[src/common/pci_pkg.sv]
package pci_pkg;

    // Control word bit positions (bytes 2/3 of the output telegram).
    localparam int CW_ENABLE = 0;
    localparam int CW_HOME = 1;
    localparam int CW_TRIG = 2;
    localparam int CW_REL = 3;
    localparam int CW_PREEMPT = 4;
    localparam int CW_PAUSE = 5;
    localparam int CW_HOLD = 6;

    // Status word bit positions (bytes 2/3 of the actual-value telegram).
    localparam int SW_POWER = 0;
    localparam int SW_HOMING = 1;
    localparam int SW_MOVING = 2;
    localparam int SW_TARGET = 3;
    localparam int SW_QUEUED = 4;
    localparam int SW_PAUSED = 5;
    localparam int SW_HELD = 6;
    localparam int SW_HOME_OK = 7;

    // Telegram byte lanes holding the control and status words.
    localparam int WORD_LO_BYTE = 2;
    localparam int WORD_HI_BYTE = 3;
    localparam int TELEGRAM_BYTES = 8;

    // AXI4-Lite register map.
    localparam logic [7:0] ADDR_CTRL = 8'h00;
    localparam logic [7:0] ADDR_STATUS = 8'h04;
    localparam logic [7:0] ADDR_TARGET = 8'h08;
    localparam logic [7:0] ADDR_CMD_POS = 8'h0c;
    localparam logic [7:0] ADDR_WINDOW = 8'h10;
    localparam logic [7:0] ADDR_TX_LO = 8'h14;
    localparam logic [7:0] ADDR_TX_HI = 8'h18;

    localparam logic [31:0] RST_WORD = 32'h0000_0000;
    localparam logic [31:0] RST_WINDOW = 32'h0000_0010;
    localparam logic [1:0] RESP_OKAY = 2'h0;
    localparam logic [1:0] RESP_SLVERR = 2'h2;

    typedef enum logic [2:0]
    {
        ST_OFF = 3'h0,
        ST_IDLE = 3'h1,
        ST_HOMING = 3'h2,
        ST_MOVING = 3'h3,
        ST_PAUSED = 3'h4,
        ST_STOPPING = 3'h5
    } pci_state_t;

endpackage : pci_pkg

[src/hdl/pci_core.sv]
`timescale 1ns/1ns
`default_nettype none

// What this block does
// - Enable turns on controller, holds position
// - Home request starts homing when idle
// - Dropping home request aborts homing, no error
// - Trigger rising edge takes task; falling ignored
// - Homing ignores trigger, pause and hold
// - Relative select adds to current target
// - Relative clear means absolute target
// - Preempt select replaces running move at once
// - Preempt clear queues task after current move
// - Appended move delays target-reached to its end
// - Pause stops axis, move stays pending
// - Pause release resumes; clear lets move finish
// - Hold stops with the move's deceleration
// - After hold, target-reached stays clear
// - Hold release does nothing; no resume
// - Status word sits in bytes 2/3
// - Target-reached only if inside target window
// - Power-stage-active follows controller enabling
module pci_core
(
    input wire logic aclk,
    input wire logic aresetn,
    input wire logic [7:0] s_axi_awaddr,
    input wire logic s_axi_awvalid,
    output logic s_axi_awready,
    input wire logic [31:0] s_axi_wdata,
    input wire logic [3:0] s_axi_wstrb,
    input wire logic s_axi_wvalid,
    output logic s_axi_wready,
    output logic [1:0] s_axi_bresp,
    output logic s_axi_bvalid,
    input wire logic s_axi_bready,
    input wire logic [7:0] s_axi_araddr,
    input wire logic s_axi_arvalid,
    output logic s_axi_arready,
    output logic [31:0] s_axi_rdata,
    output logic [1:0] s_axi_rresp,
    output logic s_axi_rvalid,
    input wire logic s_axi_rready,
    input wire logic homing_done,
    input wire logic move_done,
    input wire logic axis_halted,
    input wire logic [31:0] actual_pos,
    output logic [31:0] setpoint,
    output logic drive_enable,
    output logic motion_run,
    output logic decel_stop,
    output logic homing_run,
    output logic [63:0] status_telegram
);
    typedef struct packed
    {
        pci_pkg::pci_state_t fsm;
        logic [63:0] tx;
        logic [31:0] win;
        logic [31:0] cur_tgt;
        logic [31:0] q_tgt;
        logic q_valid;
        logic reached;
        logic home_ok;
        logic held;
        logic commit;
        logic aw_got;
        logic w_got;
        logic [7:0] aw_a;
        logic [31:0] w_d;
        logic bv;
        logic [1:0] br;
        logic rv;
        logic [31:0] rd;
        logic [1:0] rr;
        logic [15:0] sw;
    } pci_core_t;

    pci_core_t st_ff;
    pci_core_t nxt_st;
    logic [15:0] cw;
    logic [15:0] pw;
    logic [31:0] tel_tgt;
    logic fresh;
    logic [15:0] rise;
    logic [15:0] fall;
    pci_telegram_in u_tin
    (
        .aclk(aclk), .aresetn(aresetn), .commit(st_ff.commit), .fresh(fresh),
        .telegram(st_ff.tx), .ctrl_word(cw), .prev_word(pw), .target(tel_tgt)
    );
    pci_edge_detect u_edge
    (
        .fresh(fresh), .cur(cw), .prev(pw), .rise(rise), .fall(fall)
    );
    wire logic en = cw[pci_pkg::CW_ENABLE];
    wire logic home_req = cw[pci_pkg::CW_HOME];
    wire logic pause_req = cw[pci_pkg::CW_PAUSE];
    wire logic hold_rise = rise[pci_pkg::CW_HOLD];
    wire logic trig = rise[pci_pkg::CW_TRIG];
    // The selects are read from the same telegram that carries the edge.
    wire logic [31:0] new_tgt = cw[pci_pkg::CW_REL]
        ? st_ff.cur_tgt + tel_tgt : tel_tgt;
    wire logic [31:0] err = actual_pos - st_ff.cur_tgt;
    wire logic in_win = ($signed(err) <= $signed(st_ff.win)) &&
        ($signed(err) >= -$signed(st_ff.win));

    always_comb
    begin
        nxt_st = st_ff;
        nxt_st.commit = 1'b0;
        case (st_ff.fsm)
            pci_pkg::ST_OFF:
            begin
                if (en)
                begin
                    nxt_st.cur_tgt = actual_pos;
                    nxt_st.fsm = pci_pkg::ST_IDLE;
                end
            end
            pci_pkg::ST_IDLE:
            begin
                if (home_req && rise[pci_pkg::CW_HOME])
                begin
                    nxt_st.home_ok = 1'b0;
                    nxt_st.reached = 1'b0;
                    nxt_st.fsm = pci_pkg::ST_HOMING;
                end
                else if (trig)
                begin
                    nxt_st.cur_tgt = new_tgt;
                    nxt_st.reached = 1'b0;
                    nxt_st.held = 1'b0;
                    nxt_st.fsm = pci_pkg::ST_MOVING;
                end
            end
            pci_pkg::ST_HOMING:
            begin
                // Trigger, pause and hold are deliberately not looked at.
                if (!home_req)
                begin
                    nxt_st.fsm = pci_pkg::ST_IDLE;
                end
                else if (homing_done)
                begin
                    nxt_st.home_ok = 1'b1;
                    nxt_st.cur_tgt = actual_pos;
                    nxt_st.fsm = pci_pkg::ST_IDLE;
                end
            end
            pci_pkg::ST_MOVING, pci_pkg::ST_PAUSED:
            begin
                if (hold_rise)
                begin
                    nxt_st.q_valid = 1'b0;
                    nxt_st.held = 1'b1;
                    nxt_st.fsm = pci_pkg::ST_STOPPING;
                end
                else if (trig && cw[pci_pkg::CW_PREEMPT])
                begin
                    nxt_st.cur_tgt = new_tgt;
                    nxt_st.q_valid = 1'b0;
                end
                else if (trig)
                begin
                    nxt_st.q_tgt = new_tgt;
                    nxt_st.q_valid = 1'b1;
                end
                else if (st_ff.fsm == pci_pkg::ST_MOVING && pause_req)
                begin
                    nxt_st.fsm = pci_pkg::ST_PAUSED;
                end
                else if (st_ff.fsm == pci_pkg::ST_PAUSED && !pause_req)
                begin
                    nxt_st.fsm = pci_pkg::ST_MOVING;
                end
                else if (st_ff.fsm == pci_pkg::ST_MOVING && move_done)
                begin
                    if (st_ff.q_valid)
                    begin
                        nxt_st.cur_tgt = st_ff.q_tgt;
                        nxt_st.q_valid = 1'b0;
                    end
                    else
                    begin
                        nxt_st.reached = in_win;
                        nxt_st.fsm = pci_pkg::ST_IDLE;
                    end
                end
            end
            pci_pkg::ST_STOPPING:
            begin
                // Releasing hold is not watched; only standstill or dropping enable ends this.
                if (axis_halted)
                begin
                    nxt_st.cur_tgt = actual_pos;
                    nxt_st.reached = 1'b0;
                    nxt_st.fsm = pci_pkg::ST_IDLE;
                end
            end
            default:
            begin
                nxt_st.fsm = pci_pkg::ST_OFF;
            end
        endcase
        if (!en)
        begin
            nxt_st.fsm = pci_pkg::ST_OFF;
            nxt_st.q_valid = 1'b0;
            nxt_st.reached = 1'b0;
        end
        nxt_st.sw = '0;
        nxt_st.sw[pci_pkg::SW_POWER] = nxt_st.fsm != pci_pkg::ST_OFF;
        nxt_st.sw[pci_pkg::SW_HOMING] = nxt_st.fsm == pci_pkg::ST_HOMING;
        nxt_st.sw[pci_pkg::SW_MOVING] = nxt_st.fsm == pci_pkg::ST_MOVING;
        nxt_st.sw[pci_pkg::SW_TARGET] = nxt_st.reached;
        nxt_st.sw[pci_pkg::SW_QUEUED] = nxt_st.q_valid;
        nxt_st.sw[pci_pkg::SW_PAUSED] = nxt_st.fsm == pci_pkg::ST_PAUSED;
        nxt_st.sw[pci_pkg::SW_HELD] = nxt_st.held;
        nxt_st.sw[pci_pkg::SW_HOME_OK] = nxt_st.home_ok;
        // AXI4-Lite write: address and data accepted in either order.
        if (s_axi_awvalid && !st_ff.aw_got && !st_ff.bv)
        begin
            nxt_st.aw_got = 1'b1;
            nxt_st.aw_a = s_axi_awaddr;
        end
        if (s_axi_wvalid && !st_ff.w_got && !st_ff.bv)
        begin
            nxt_st.w_got = 1'b1;
            nxt_st.w_d = s_axi_wdata;
        end
        if (st_ff.aw_got && st_ff.w_got)
        begin
            nxt_st.aw_got = 1'b0;
            nxt_st.w_got = 1'b0;
            nxt_st.bv = 1'b1;
            nxt_st.br = pci_pkg::RESP_OKAY;
            case (st_ff.aw_a)
                pci_pkg::ADDR_WINDOW: nxt_st.win = st_ff.w_d;
                pci_pkg::ADDR_TX_LO: nxt_st.tx[31:0] = st_ff.w_d;
                pci_pkg::ADDR_TX_HI: nxt_st.tx[63:32] = st_ff.w_d;
                // Commit hands the staged halves over as one telegram.
                pci_pkg::ADDR_CTRL: nxt_st.commit = st_ff.w_d[0];
                default: nxt_st.br = pci_pkg::RESP_SLVERR;
            endcase
        end
        if (st_ff.bv && s_axi_bready)
        begin
            nxt_st.bv = 1'b0;
        end
        if (s_axi_arvalid && !st_ff.rv)
        begin
            nxt_st.rv = 1'b1;
            nxt_st.rr = pci_pkg::RESP_OKAY;
            case (s_axi_araddr)
                pci_pkg::ADDR_STATUS: nxt_st.rd = {16'h0000, st_ff.sw};
                pci_pkg::ADDR_TARGET: nxt_st.rd = st_ff.cur_tgt;
                pci_pkg::ADDR_CMD_POS: nxt_st.rd = tel_tgt;
                pci_pkg::ADDR_WINDOW: nxt_st.rd = st_ff.win;
                pci_pkg::ADDR_TX_LO: nxt_st.rd = st_ff.tx[31:0];
                pci_pkg::ADDR_TX_HI: nxt_st.rd = st_ff.tx[63:32];
                pci_pkg::ADDR_CTRL: nxt_st.rd = {16'h0000, cw};
                default:
                begin
                    nxt_st.rd = pci_pkg::RST_WORD;
                    nxt_st.rr = pci_pkg::RESP_SLVERR;
                end
            endcase
        end
        else if (st_ff.rv && s_axi_rready)
        begin
            nxt_st.rv = 1'b0;
        end
    end
    always_ff @(posedge aclk)
    begin
        if (!aresetn)
        begin
            st_ff <= '0;
            st_ff.win <= pci_pkg::RST_WINDOW;
        end
        else
        begin
            st_ff <= nxt_st;
        end
    end
    assign s_axi_awready = !st_ff.aw_got && !st_ff.bv;
    assign s_axi_wready = !st_ff.w_got && !st_ff.bv;
    assign s_axi_bvalid = st_ff.bv;
    assign s_axi_bresp = st_ff.br;
    assign s_axi_arready = !st_ff.rv;
    assign s_axi_rvalid = st_ff.rv;
    assign s_axi_rdata = st_ff.rd;
    assign s_axi_rresp = st_ff.rr;
    assign setpoint = st_ff.cur_tgt;
    assign drive_enable = st_ff.fsm != pci_pkg::ST_OFF;
    assign motion_run = st_ff.fsm == pci_pkg::ST_MOVING;
    assign decel_stop = st_ff.fsm == pci_pkg::ST_STOPPING;
    assign homing_run = st_ff.fsm == pci_pkg::ST_HOMING;
    // Status word goes out in bytes 2/3 of the returned telegram.
    assign status_telegram = {32'h0000_0000, st_ff.sw, 16'h0000};
    a_homing_aborts: assert property (@(posedge aclk) disable iff (!aresetn)
        (st_ff.fsm == pci_pkg::ST_HOMING && en && !home_req)
        |=> st_ff.fsm == pci_pkg::ST_IDLE)
        else $error("homing not aborted");
    a_homing_ignores: assert property (@(posedge aclk) disable iff (!aresetn)
        (st_ff.fsm == pci_pkg::ST_HOMING) |=> $stable(st_ff.cur_tgt)
        || $past(homing_done))
        else $error("target changed during homing");
    a_pause_holds: assert property (@(posedge aclk) disable iff (!aresetn)
        (st_ff.fsm == pci_pkg::ST_MOVING && en && pause_req && !trig
        && !hold_rise) |=> st_ff.fsm == pci_pkg::ST_PAUSED)
        else $error("pause not taken");
    a_hold_no_reach: assert property (@(posedge aclk) disable iff (!aresetn)
        (st_ff.fsm == pci_pkg::ST_STOPPING) |=> !st_ff.reached)
        else $error("target reached after hold");
    a_queue_delays: assert property (@(posedge aclk) disable iff (!aresetn)
        (st_ff.fsm == pci_pkg::ST_MOVING && st_ff.q_valid && move_done)
        |=> !st_ff.reached)
        else $error("reached at end of first move");
    a_reach_window: assert property (@(posedge aclk) disable iff (!aresetn)
        $rose(st_ff.reached) |-> $past(in_win))
        else $error("reached outside window");
    a_power_flag: assert property (@(posedge aclk) disable iff (!aresetn)
        st_ff.sw[pci_pkg::SW_POWER] == drive_enable)
        else $error("power flag mismatch");
    a_abs_target: assert property (@(posedge aclk) disable iff (!aresetn)
        (st_ff.fsm == pci_pkg::ST_IDLE && en && trig && !cw[pci_pkg::CW_REL]
        && !rise[pci_pkg::CW_HOME]) |=> st_ff.cur_tgt == $past(tel_tgt))
        else $error("absolute target wrong");
endmodule : pci_core

`default_nettype wire

[src/hdl/pci_telegram_in.sv]
`timescale 1ns/1ns
`default_nettype none

// Latches a whole output telegram on its commit strobe so the control word
// and target are never taken from a half-written telegram.
module pci_telegram_in
(
    input wire logic aclk,
    input wire logic aresetn,
    input wire logic commit,
    input wire logic [63:0] telegram,
    output logic [15:0] ctrl_word,
    output logic [15:0] prev_word,
    output logic [31:0] target,
    output logic fresh
);
    typedef struct packed
    {
        logic [15:0] cw;
        logic [15:0] pw;
        logic [31:0] tg;
        logic fr;
    } pci_tin_t;

    pci_tin_t st_ff;
    pci_tin_t nxt_st;

    always_comb
    begin
        nxt_st = st_ff;
        nxt_st.fr = 1'b0;
        if (commit)
        begin
            nxt_st.pw = st_ff.cw;
            nxt_st.cw = telegram[8*pci_pkg::WORD_LO_BYTE +: 16];
            nxt_st.tg = telegram[63:32];
            nxt_st.fr = 1'b1;
        end
    end

    always_ff @(posedge aclk)
    begin
        if (!aresetn)
        begin
            st_ff <= '0;
        end
        else
        begin
            st_ff <= nxt_st;
        end
    end

    assign ctrl_word = st_ff.cw;
    assign prev_word = st_ff.pw;
    assign target = st_ff.tg;
    assign fresh = st_ff.fr;

    a_prev_tracks: assert property (@(posedge aclk) disable iff (!aresetn)
        commit |=> prev_word == $past(ctrl_word))
        else $error("previous control word not kept");
endmodule : pci_telegram_in

`default_nettype wire

[src/hdl/pci_edge_detect.sv]
`timescale 1ns/1ns
`default_nettype none

// Combinational per-bit edge finder between two received control words.
module pci_edge_detect
(
    input wire logic fresh,
    input wire logic [15:0] cur,
    input wire logic [15:0] prev,
    output logic [15:0] rise,
    output logic [15:0] fall
);
    genvar i;
    generate
        for (i = 0; i < 16; i++)
        begin : g_bit
            assign rise[i] = fresh & cur[i] & ~prev[i];
            assign fall[i] = fresh & ~cur[i] & prev[i];
        end
    endgenerate
endmodule : pci_edge_detect

`default_nettype wire

[config.mk]
export PLATFORM = sky130hd
export DESIGN_NAME = pci_core
export DESIGN_NICKNAME = d
export VERILOG_FILES = /design/src/common/pci_pkg.sv /design/src/hdl/pci_core.sv /design/src/hdl/pci_telegram_in.sv /design/src/hdl/pci_edge_detect.sv
export SDC_FILE = /design/constraint.sdc
export NUM_CORES = 1
export LEC_CHECK = 0
export BUFFER_PORTS_ARGS = -buffer_cell sky130_fd_sc_hd__buf_4
export CORE_UTILIZATION = 54
export CTS_CLUSTER_SIZE = 25
export DETAILED_ROUTE_END_ITERATION = 16
export GPL_ROUTABILITY_DRIVEN = 0
export HOLD_SLACK_MARGIN = 0.12
export MAX_ROUTING_LAYER = met4
export PLACE_DENSITY = 0.78
export REMOVE_ABC_BUFFERS = 1
export SYNTH_ARGS = -nofsm -noshare
export SYNTH_HDL_FRONTEND = slang
export SYNTH_SLANG_ARGS = --single-unit
[constraint.sdc]
create_clock -name aclk -period 4.1 [get_ports aclk]
set_input_delay 0.41 -clock aclk [delete_from_list [all_inputs] [get_ports aclk]]
set_output_delay 0.41 -clock aclk [all_outputs]
set_load 0.1 [all_outputs]
### Word level (Yosys, flattened, before mapping)

Index checks and enable logic that the tools add are counted.

| word-level totals | value |
|---|---|
| word-level logic and storage cells | 172 |
| register bits after elaboration | 320 |

| operators by class | value |
|---|---|
| reduce and logical (&&, ||, !) cells | 39 |
| bitwise logic cells | 12 |
| eq/ne operators | 29 |
| order comparisons | 2 |
| muxes and demuxes | 61 |
| $add $sub $neg | 3 |

Operator list:

| kind | number |
|---|---|
| 32-bit 2-to-1 mux | 15 |
| 32-bit one-hot mux with 7 select lines | 1 |
| 32-bit one-hot mux with 5 select lines | 1 |
| 64-bit 2-to-1 mux | 1 |
| 8-bit by 5-bit equality test with 1-bit output, second input constant | 6 |
| 3-bit 2-to-1 mux | 13 |
| 32-bit adder | 1 |
| 32-bit >= comparator | 1 |
| 32-bit <= comparator | 1 |
| 32-bit negator | 1 |
| 32-bit subtractor | 1 |
| 1-bit 2-to-1 mux | 20 |
| 8-bit by 4-bit equality test with 1-bit output, second input constant | 2 |
| 1-bit logical AND | 16 |
| 8-bit logical NOT | 2 |
| 3-bit != test, second input constant | 5 |
| 3-bit one-hot mux with 5 select lines | 1 |
| 13-bit AND reduction | 1 |
| 3-bit by 2-bit equality test with 1-bit output, second input constant | 4 |
| 2-bit 2-to-1 mux | 6 |
| 2-bit != test, second input constant | 5 |
| 3-bit equality test, second input constant | 3 |
| 8-bit by 3-bit equality test with 1-bit output, second input constant | 1 |
| 7-bit OR reduction | 1 |
| other kinds (16) | 37 |

### Depth between registers and ports, before layout

| logic depth | value |
|---|---|
| depth after elaboration | 12 |
| gate-level depth with buffers | 22 |

### By module

From an unflattened synthesis, not the netlist that was laid out.

| unflattened totals | value |
|---|---|
| cells, all modules | 2576 |
| area, all modules | 20186.9 um2 |

By module, submodules not included:

| module | cells an instance | times used | area each (um2) |
|---|---|---|---|
| pci_core | 2333 | 1 | 17385.4 |
| pci_telegram_in | 208 | 1 | 2469.9 |
| pci_edge_detect | 35 | 1 | 331.6 |

### Worst setup path before layout

OpenSTA, ideal clock, no wires.

| path | value |
|---|---|
| path type | input -> register |
| start point | in actual_pos[4] |
| end point | reg st_ff, in the netlist status_telegram[19] |
| stages | 17 |
| data arrival time | 3.927 ns |
| required time | 3.979 ns |
| path buffers | 0 |
| slack | 0.052 ns |
| cell sequence | ha_1 -> a21o_1 -> or3_1 -> o21ai_0 -> o211ai_1 -> a31oi_1 -> o31a_1 -> o21bai_1 -> a21oi_1 -> xnor2_1 -> ha_1 -> nor2b_1 -> o21ai_0 -> a21oi_1 -> or4b_2 -> mux2i_1 -> o31ai_1 |

| between the ends | value |
|---|---|
| cells in the longest elaborated chain, start to end | 12 |
| elaborated cells between the ends (all ways) | 13 |
| those cells by class | add/sub: 1; order compare: 2; mux: 9; reduce/logical: 1 |

Ends and longest elaborated chain:

| item | line | text |
|---|---|---|
| from (decl) | pci_core.sv:47 | `input wire logic [31:0] actual_pos,` |
| 32-bit subtractor (*) | pci_core.sv:104 | `wire logic [31:0] err = actual_pos - st_ff.cur_tgt;` |
| 32-bit <= comparator or 32-bit >= comparator (tied branches) | pci_core.sv:105, pci_core.sv:106 |  |
| 1-bit logical AND (*) | pci_core.sv:105 | `wire logic in_win = ($signed(err) <= $signed(st_ff.win)) &&` |
| 1-bit 2-to-1 mux (*) | pci_core.sv:179 | `if (st_ff.q_valid)` |
| 2-bit 2-to-1 mux (*) | pci_core.sv:177 | `else if (st_ff.fsm == pci_pkg::ST_MOVING && move_done)` |
| 2-bit 2-to-1 mux (*) | pci_core.sv:173 | `else if (st_ff.fsm == pci_pkg::ST_PAUSED && !pause_req)` |
| 2-bit 2-to-1 mux (*) | pci_core.sv:169 | `else if (st_ff.fsm == pci_pkg::ST_MOVING && pause_req)` |
| 1-bit 2-to-1 mux (*) | pci_core.sv:164 | `else if (trig)` |
| 1-bit 2-to-1 mux (*) | pci_core.sv:159 | `else if (trig && cw[pci_pkg::CW_PREEMPT])` |
| 1-bit 2-to-1 mux (*) | pci_core.sv:153 | `if (hold_rise)` |
| 1-bit one-hot mux with 3 select lines (*) | pci_core.sv:112 | `case (st_ff.fsm)` |
| 2-bit 2-to-1 mux (*) | pci_core.sv:206 | `if (!en)` |
| to (signal assigned) | pci_core.sv:284 | `st_ff <= nxt_st;` |
| to (decl) | pci_core.sv:79 | `pci_core_t st_ff;` |

Every way passes the cells marked *; elsewhere a longest branch is shown, timed or not.
A chain may end at the register's enable or synchronous reset.

### Worst setup path after layout

| path | value |
|---|---|
| start point | reg st_ff, in the netlist setpoint[4] |
| end point | reg st_ff, in the netlist status_telegram[19] |

| between the ends | value |
|---|---|
| cells in the longest elaborated chain, start to end | 12 |
| elaborated cells between the ends (all ways) | 13 |
| those cells by class | add/sub: 1; order compare: 2; mux: 9; reduce/logical: 1 |

Ends and longest elaborated chain:

| item | line |
|---|---|
| 32-bit subtractor (*) | pci_core.sv:104 |
| 32-bit <= comparator or 32-bit >= comparator (tied branches) | pci_core.sv:105, pci_core.sv:106 |
| 1-bit logical AND (*) | pci_core.sv:105 |
| 1-bit 2-to-1 mux (*) | pci_core.sv:179 |
| 2-bit 2-to-1 mux (*) | pci_core.sv:177 |
| 2-bit 2-to-1 mux (*) | pci_core.sv:173 |
| 2-bit 2-to-1 mux (*) | pci_core.sv:169 |
| 1-bit 2-to-1 mux (*) | pci_core.sv:164 |
| 1-bit 2-to-1 mux (*) | pci_core.sv:159 |
| 1-bit 2-to-1 mux (*) | pci_core.sv:153 |
| 1-bit one-hot mux with 3 select lines (*) | pci_core.sv:112 |
| 2-bit 2-to-1 mux (*) | pci_core.sv:206 |

Marked as above.

==> summary.txt <==
Status
  • Status: finished, violations left
  • Failing checks: setup timing

Clock tree
  • Clock Sinks: 302
  • Skew-Pair Late Insertion Delay: 0.54 ns
  • CTS tree: done
  • Clock-pin slew on the worst setup and hold paths: 0.06 ns
  • Clock Path Buffers: 3
  • CTS buffer count: 34
  • H-tree Lvls: 2
  • Root Buffer: clkbuf_16

Synthesis
  • Synth Cell Area: 0.0192 mm2
  • Ys async rst share: 0%
  • Compound-gate portion of the synthesized area: 23.1%
  • Syn Inst Count: 2466
  • #FFs+latches synth: 302
  • Synth Area in XOR/XNOR: 3.51%
  • Count of cell types in the netlist: 79
  • Adder-cell share of the synthesized area: 8.41%
  • YS warnings: 0
  • Number of synthesized flops with an enable pin: 0
  • Register area share after synthesis: 31.5%
  • Avg Cell Area, Syn: 7.79 um2
  • Largest family of logic cells by synthesized area: compound AO/OA/AOI/OAI gates
  • Area share of and/or/nand/nor cells after synthesis: 18.7%
  • Post-synth top flop: dfxtp_1
  • Mux contribution to synthesized area: 5.19%

Min path
  • HP Class: in2reg
  • Min-delay src: s_axi_wdata[21]

Placement
  • Final HPWL DP: 46.1 mm
  • Post-place setup slack: -0.495 ns
  • PortBufs: 172

Floorplan
  • Core Area: 0.0348 mm2
  • IO Count: 235
  • Die span in x: 191 um
  • Initial Utilization: 55.2%
  • Row count: 68
  • Die Y: 191 um
  • Die Area: 0.0363 mm2

STA
  • RSZ-0062 raised after global routing: yes
  • WHS: 0.123 ns
  • Final Max Tran Viols: 0
  • Highest clock rate: 242 MHz
  • Final-report setup violation count: 1
  • Final Hold Vio Count: 0
  • Slew headroom: 18.9%
  • Final Cycle Share: 101%
  • Tightest Pin Transition: 1.21 ns
  • Layout Skew: 0.0197 ns
  • Crit path time final: 4.14 ns
  • Setup slack after layout: -0.0401 ns

Cells and area
  • Register area: 0.00606 mm2
  • Nets: 2855
  • Multi-input logic area: 0.0118 mm2
  • Layout cell share with drive strength beyond 1: 18.0%
  • Post-layout util: 64.8%
  • Fillers: 2890
  • Synth-to-Final Area Change: 17.3%

Job
  • Max-cap violations: 0

Setup path
  • Crit Path Class: reg2reg
  • Critical path required time: 4.52 ns
  • Reg-to-reg startpoint: setpoint[4]
  • Critical path origin: setpoint[4]
  • R2R cell count: 19
  • Worst setup SP type: register
  • Max FO, Critical Path: 3
  • Worst setup path end: status_telegram[19]
  • CP Data Arrival Time: 4.56 ns
  • Crit end category: register
  • FF-to-FF End: status_telegram[19]
  • R2r setup slk: -0.04 ns

Global route
  • Global-route wire length before repair: 99.3 mm
  • GRT Total Usage: 35.9%
  • Largest net degree at the start of global routing: 164
  • Global Route met3 Usage: 5.96%
  • Number of global-route vias before repair: 18184
  • Grt met2 use: 54.4%
  • Initial antenna violation count: 1
  • GRT met1 Usage: 46.5%
  • Overflow after GRT: 0
  • GR peak layer: met2

Drt
  • Vias/cell: 6.26
  • Vias: 19496
  • Iter 0 DRT Violations: 2648
  • Total Wirelength: 65.2 mm
  • First-pass detailed-route iteration total: 9
  • WL/cell: 20.9 um
  • Detail Route Antenna Nets: 0
  • DRC: 0

Power and ir drop
  • P_leak: 9.16 nW
  • PwrDens: 316 mW/mm2
  • Total power: 7.12 mW
  • Max VDD drop: 271 uV
==> where the power goes <==
part           total (mW)  leakage [nW]  switching (mW)  internal [mW]
clock network        3.10         0.561            1.30           1.80
registers            3.00          2.44          0.0370           2.97
logic                1.01          6.16           0.667          0.341
==> layer usage <==
metal / routed length, um / vias up
li1: - / 8916
met1: 25800 / 9135
met2: 28500 / 1226
met3: 7910 / 219
met4: 2970 / 0
met5: 0 / -
==> worst max-delay path, stage by stage, from the launching register on <==
cell and delay, ns:
dfxtp_2 0.33, inv_2 0.05, ha_4 0.21, a21o_1 0.17, or3_4 0.34, o21ai_4 0.20, o211ai_1 0.18, a31oi_1 0.20
buf_4 0.14, o31a_1 0.21, o21bai_2 0.10, a21oi_2 0.22, xnor2_2 0.17, ha_1 0.29, nor2b_1 0.14, o21ai_1 0.15
a21oi_1 0.10, or4b_4 0.52, mux2i_2 0.19, o31ai_1 0.09
==> worst min path at each step <==
stage	endpoint	slack, ns	cells after the start
4_1_cts	st_ff[84]	0.12	3
2_1_floorplan	st_ff[199]	0.43	2
3_5_place_dp	st_ff[108]	0.45	2
5_1_grt	st_ff[78]	0.12	3
6_report	st_ff[75]	0.12	3
3_3_place_gp	st_ff[199]	0.44	2
==> per-stage QoR <==
stage,setup TNS [ns],cell area [um2],std cells
floorplan,-0.670,17900,2252
global placement,-0.319,21000,3033
detailed placement,-0.495,21000,3033
CTS,0,22300,3109
global route,-0.198,22500,3115
finish,-0.0401,22500,3115
==> state kept, by name, indices dropped and copies added (netlist names) <==
name / cells
s_axi_rresp: 1
status_telegram: 7
s_axi_rdata: 32
u_tin.ctrl_word: 16
setpoint: 32
u_tin.fresh: 1
u_tin.target: 32
st_ff: 175
u_tin.prev_word: 3
s_axi_rvalid: 1
s_axi_bvalid: 1
s_axi_bresp: 1
==> repair_timing <==
action	in CTS	in global routing
gates resized for setup	18	39
pin swaps	19	31
hold buffers	7	0
buffers inserted	7	7
hold endpoints to repair	7	0
setup endpoints to repair	1	1
==> cell families (layout without fill, tap and decap cells) <==
| group | after synthesis | after routing |
|---|---|---|
| buffers and inverters | 357 | 493 |
| muxes | 97 | 97 |
| and+or+nand+nor | 813 | 813 |
| DFF | 302 | 302 |
| adders and majority gates | 128 | 128 |
| other | 1 | 59 |
| AOI/OAI and AO/OA | 691 | 691 |
| xor gates and xnor gates | 77 | 77 |
==> cell type report <==
class                      instances  share of cell area (%)
antenna                            1                  0.0111
clock buffer                      53                    4.54
clock inverter                     9                   0.505
inverter                          86                    1.47
multi-input combinational       1864                    52.5
sequential                       302                    26.9
tap                              455                    2.53
timing repair buffer             345                    11.6
==> placed cells by master, fill, tap and decap left out, types with 9 or more instances in the layout <==
cell type  count
a211oi_1      36
a21o_1        39
a21oi_1      253
a221o_1       10
a221oi_1      21
a222oi_1      31
a22oi_1       54
a31oi_1       18
and2_1        18
and3_1        20
buf_4        337
clkbuf_1       9
clkbuf_16     34
clkbuf_8      10
conb_1        58
dfxtp_1      294
ha_1         115
ha_4          11
inv_1         81
mux2_2        11
mux2i_1       84
nand2_1      375
nand2b_1      13
nand3_1       19
nand4_1       20
nor2_1       231
nor2b_1       22
nor3_1        39
o211ai_1      14
o21ai_0      104
o21ai_1       11
o22ai_1       16
xnor2_1       60
xor2_1        14
==> Yosys cell counts, drive strengths merged (23+ instances only) <==
library cell  number  area share [%]
inv               86             1.7
mux2i             85             4.4
ha               126             8.2
a222oi            31             1.6
a211oi            38             1.5
xnor2             63             2.9
a22oi             54             2.1
a21o              39             1.5
buf              149             5.5
nor2             234             4.6
nor2b             23            0.75
nand2            375             7.3
nor3              42             1.1
nand3             23            0.60
a21oi            256             6.7
clkbuf           122             2.4
o21ai            118             3.1
dfxtp            302              31
No activity file was read; power rests on OpenSTA's default activity.
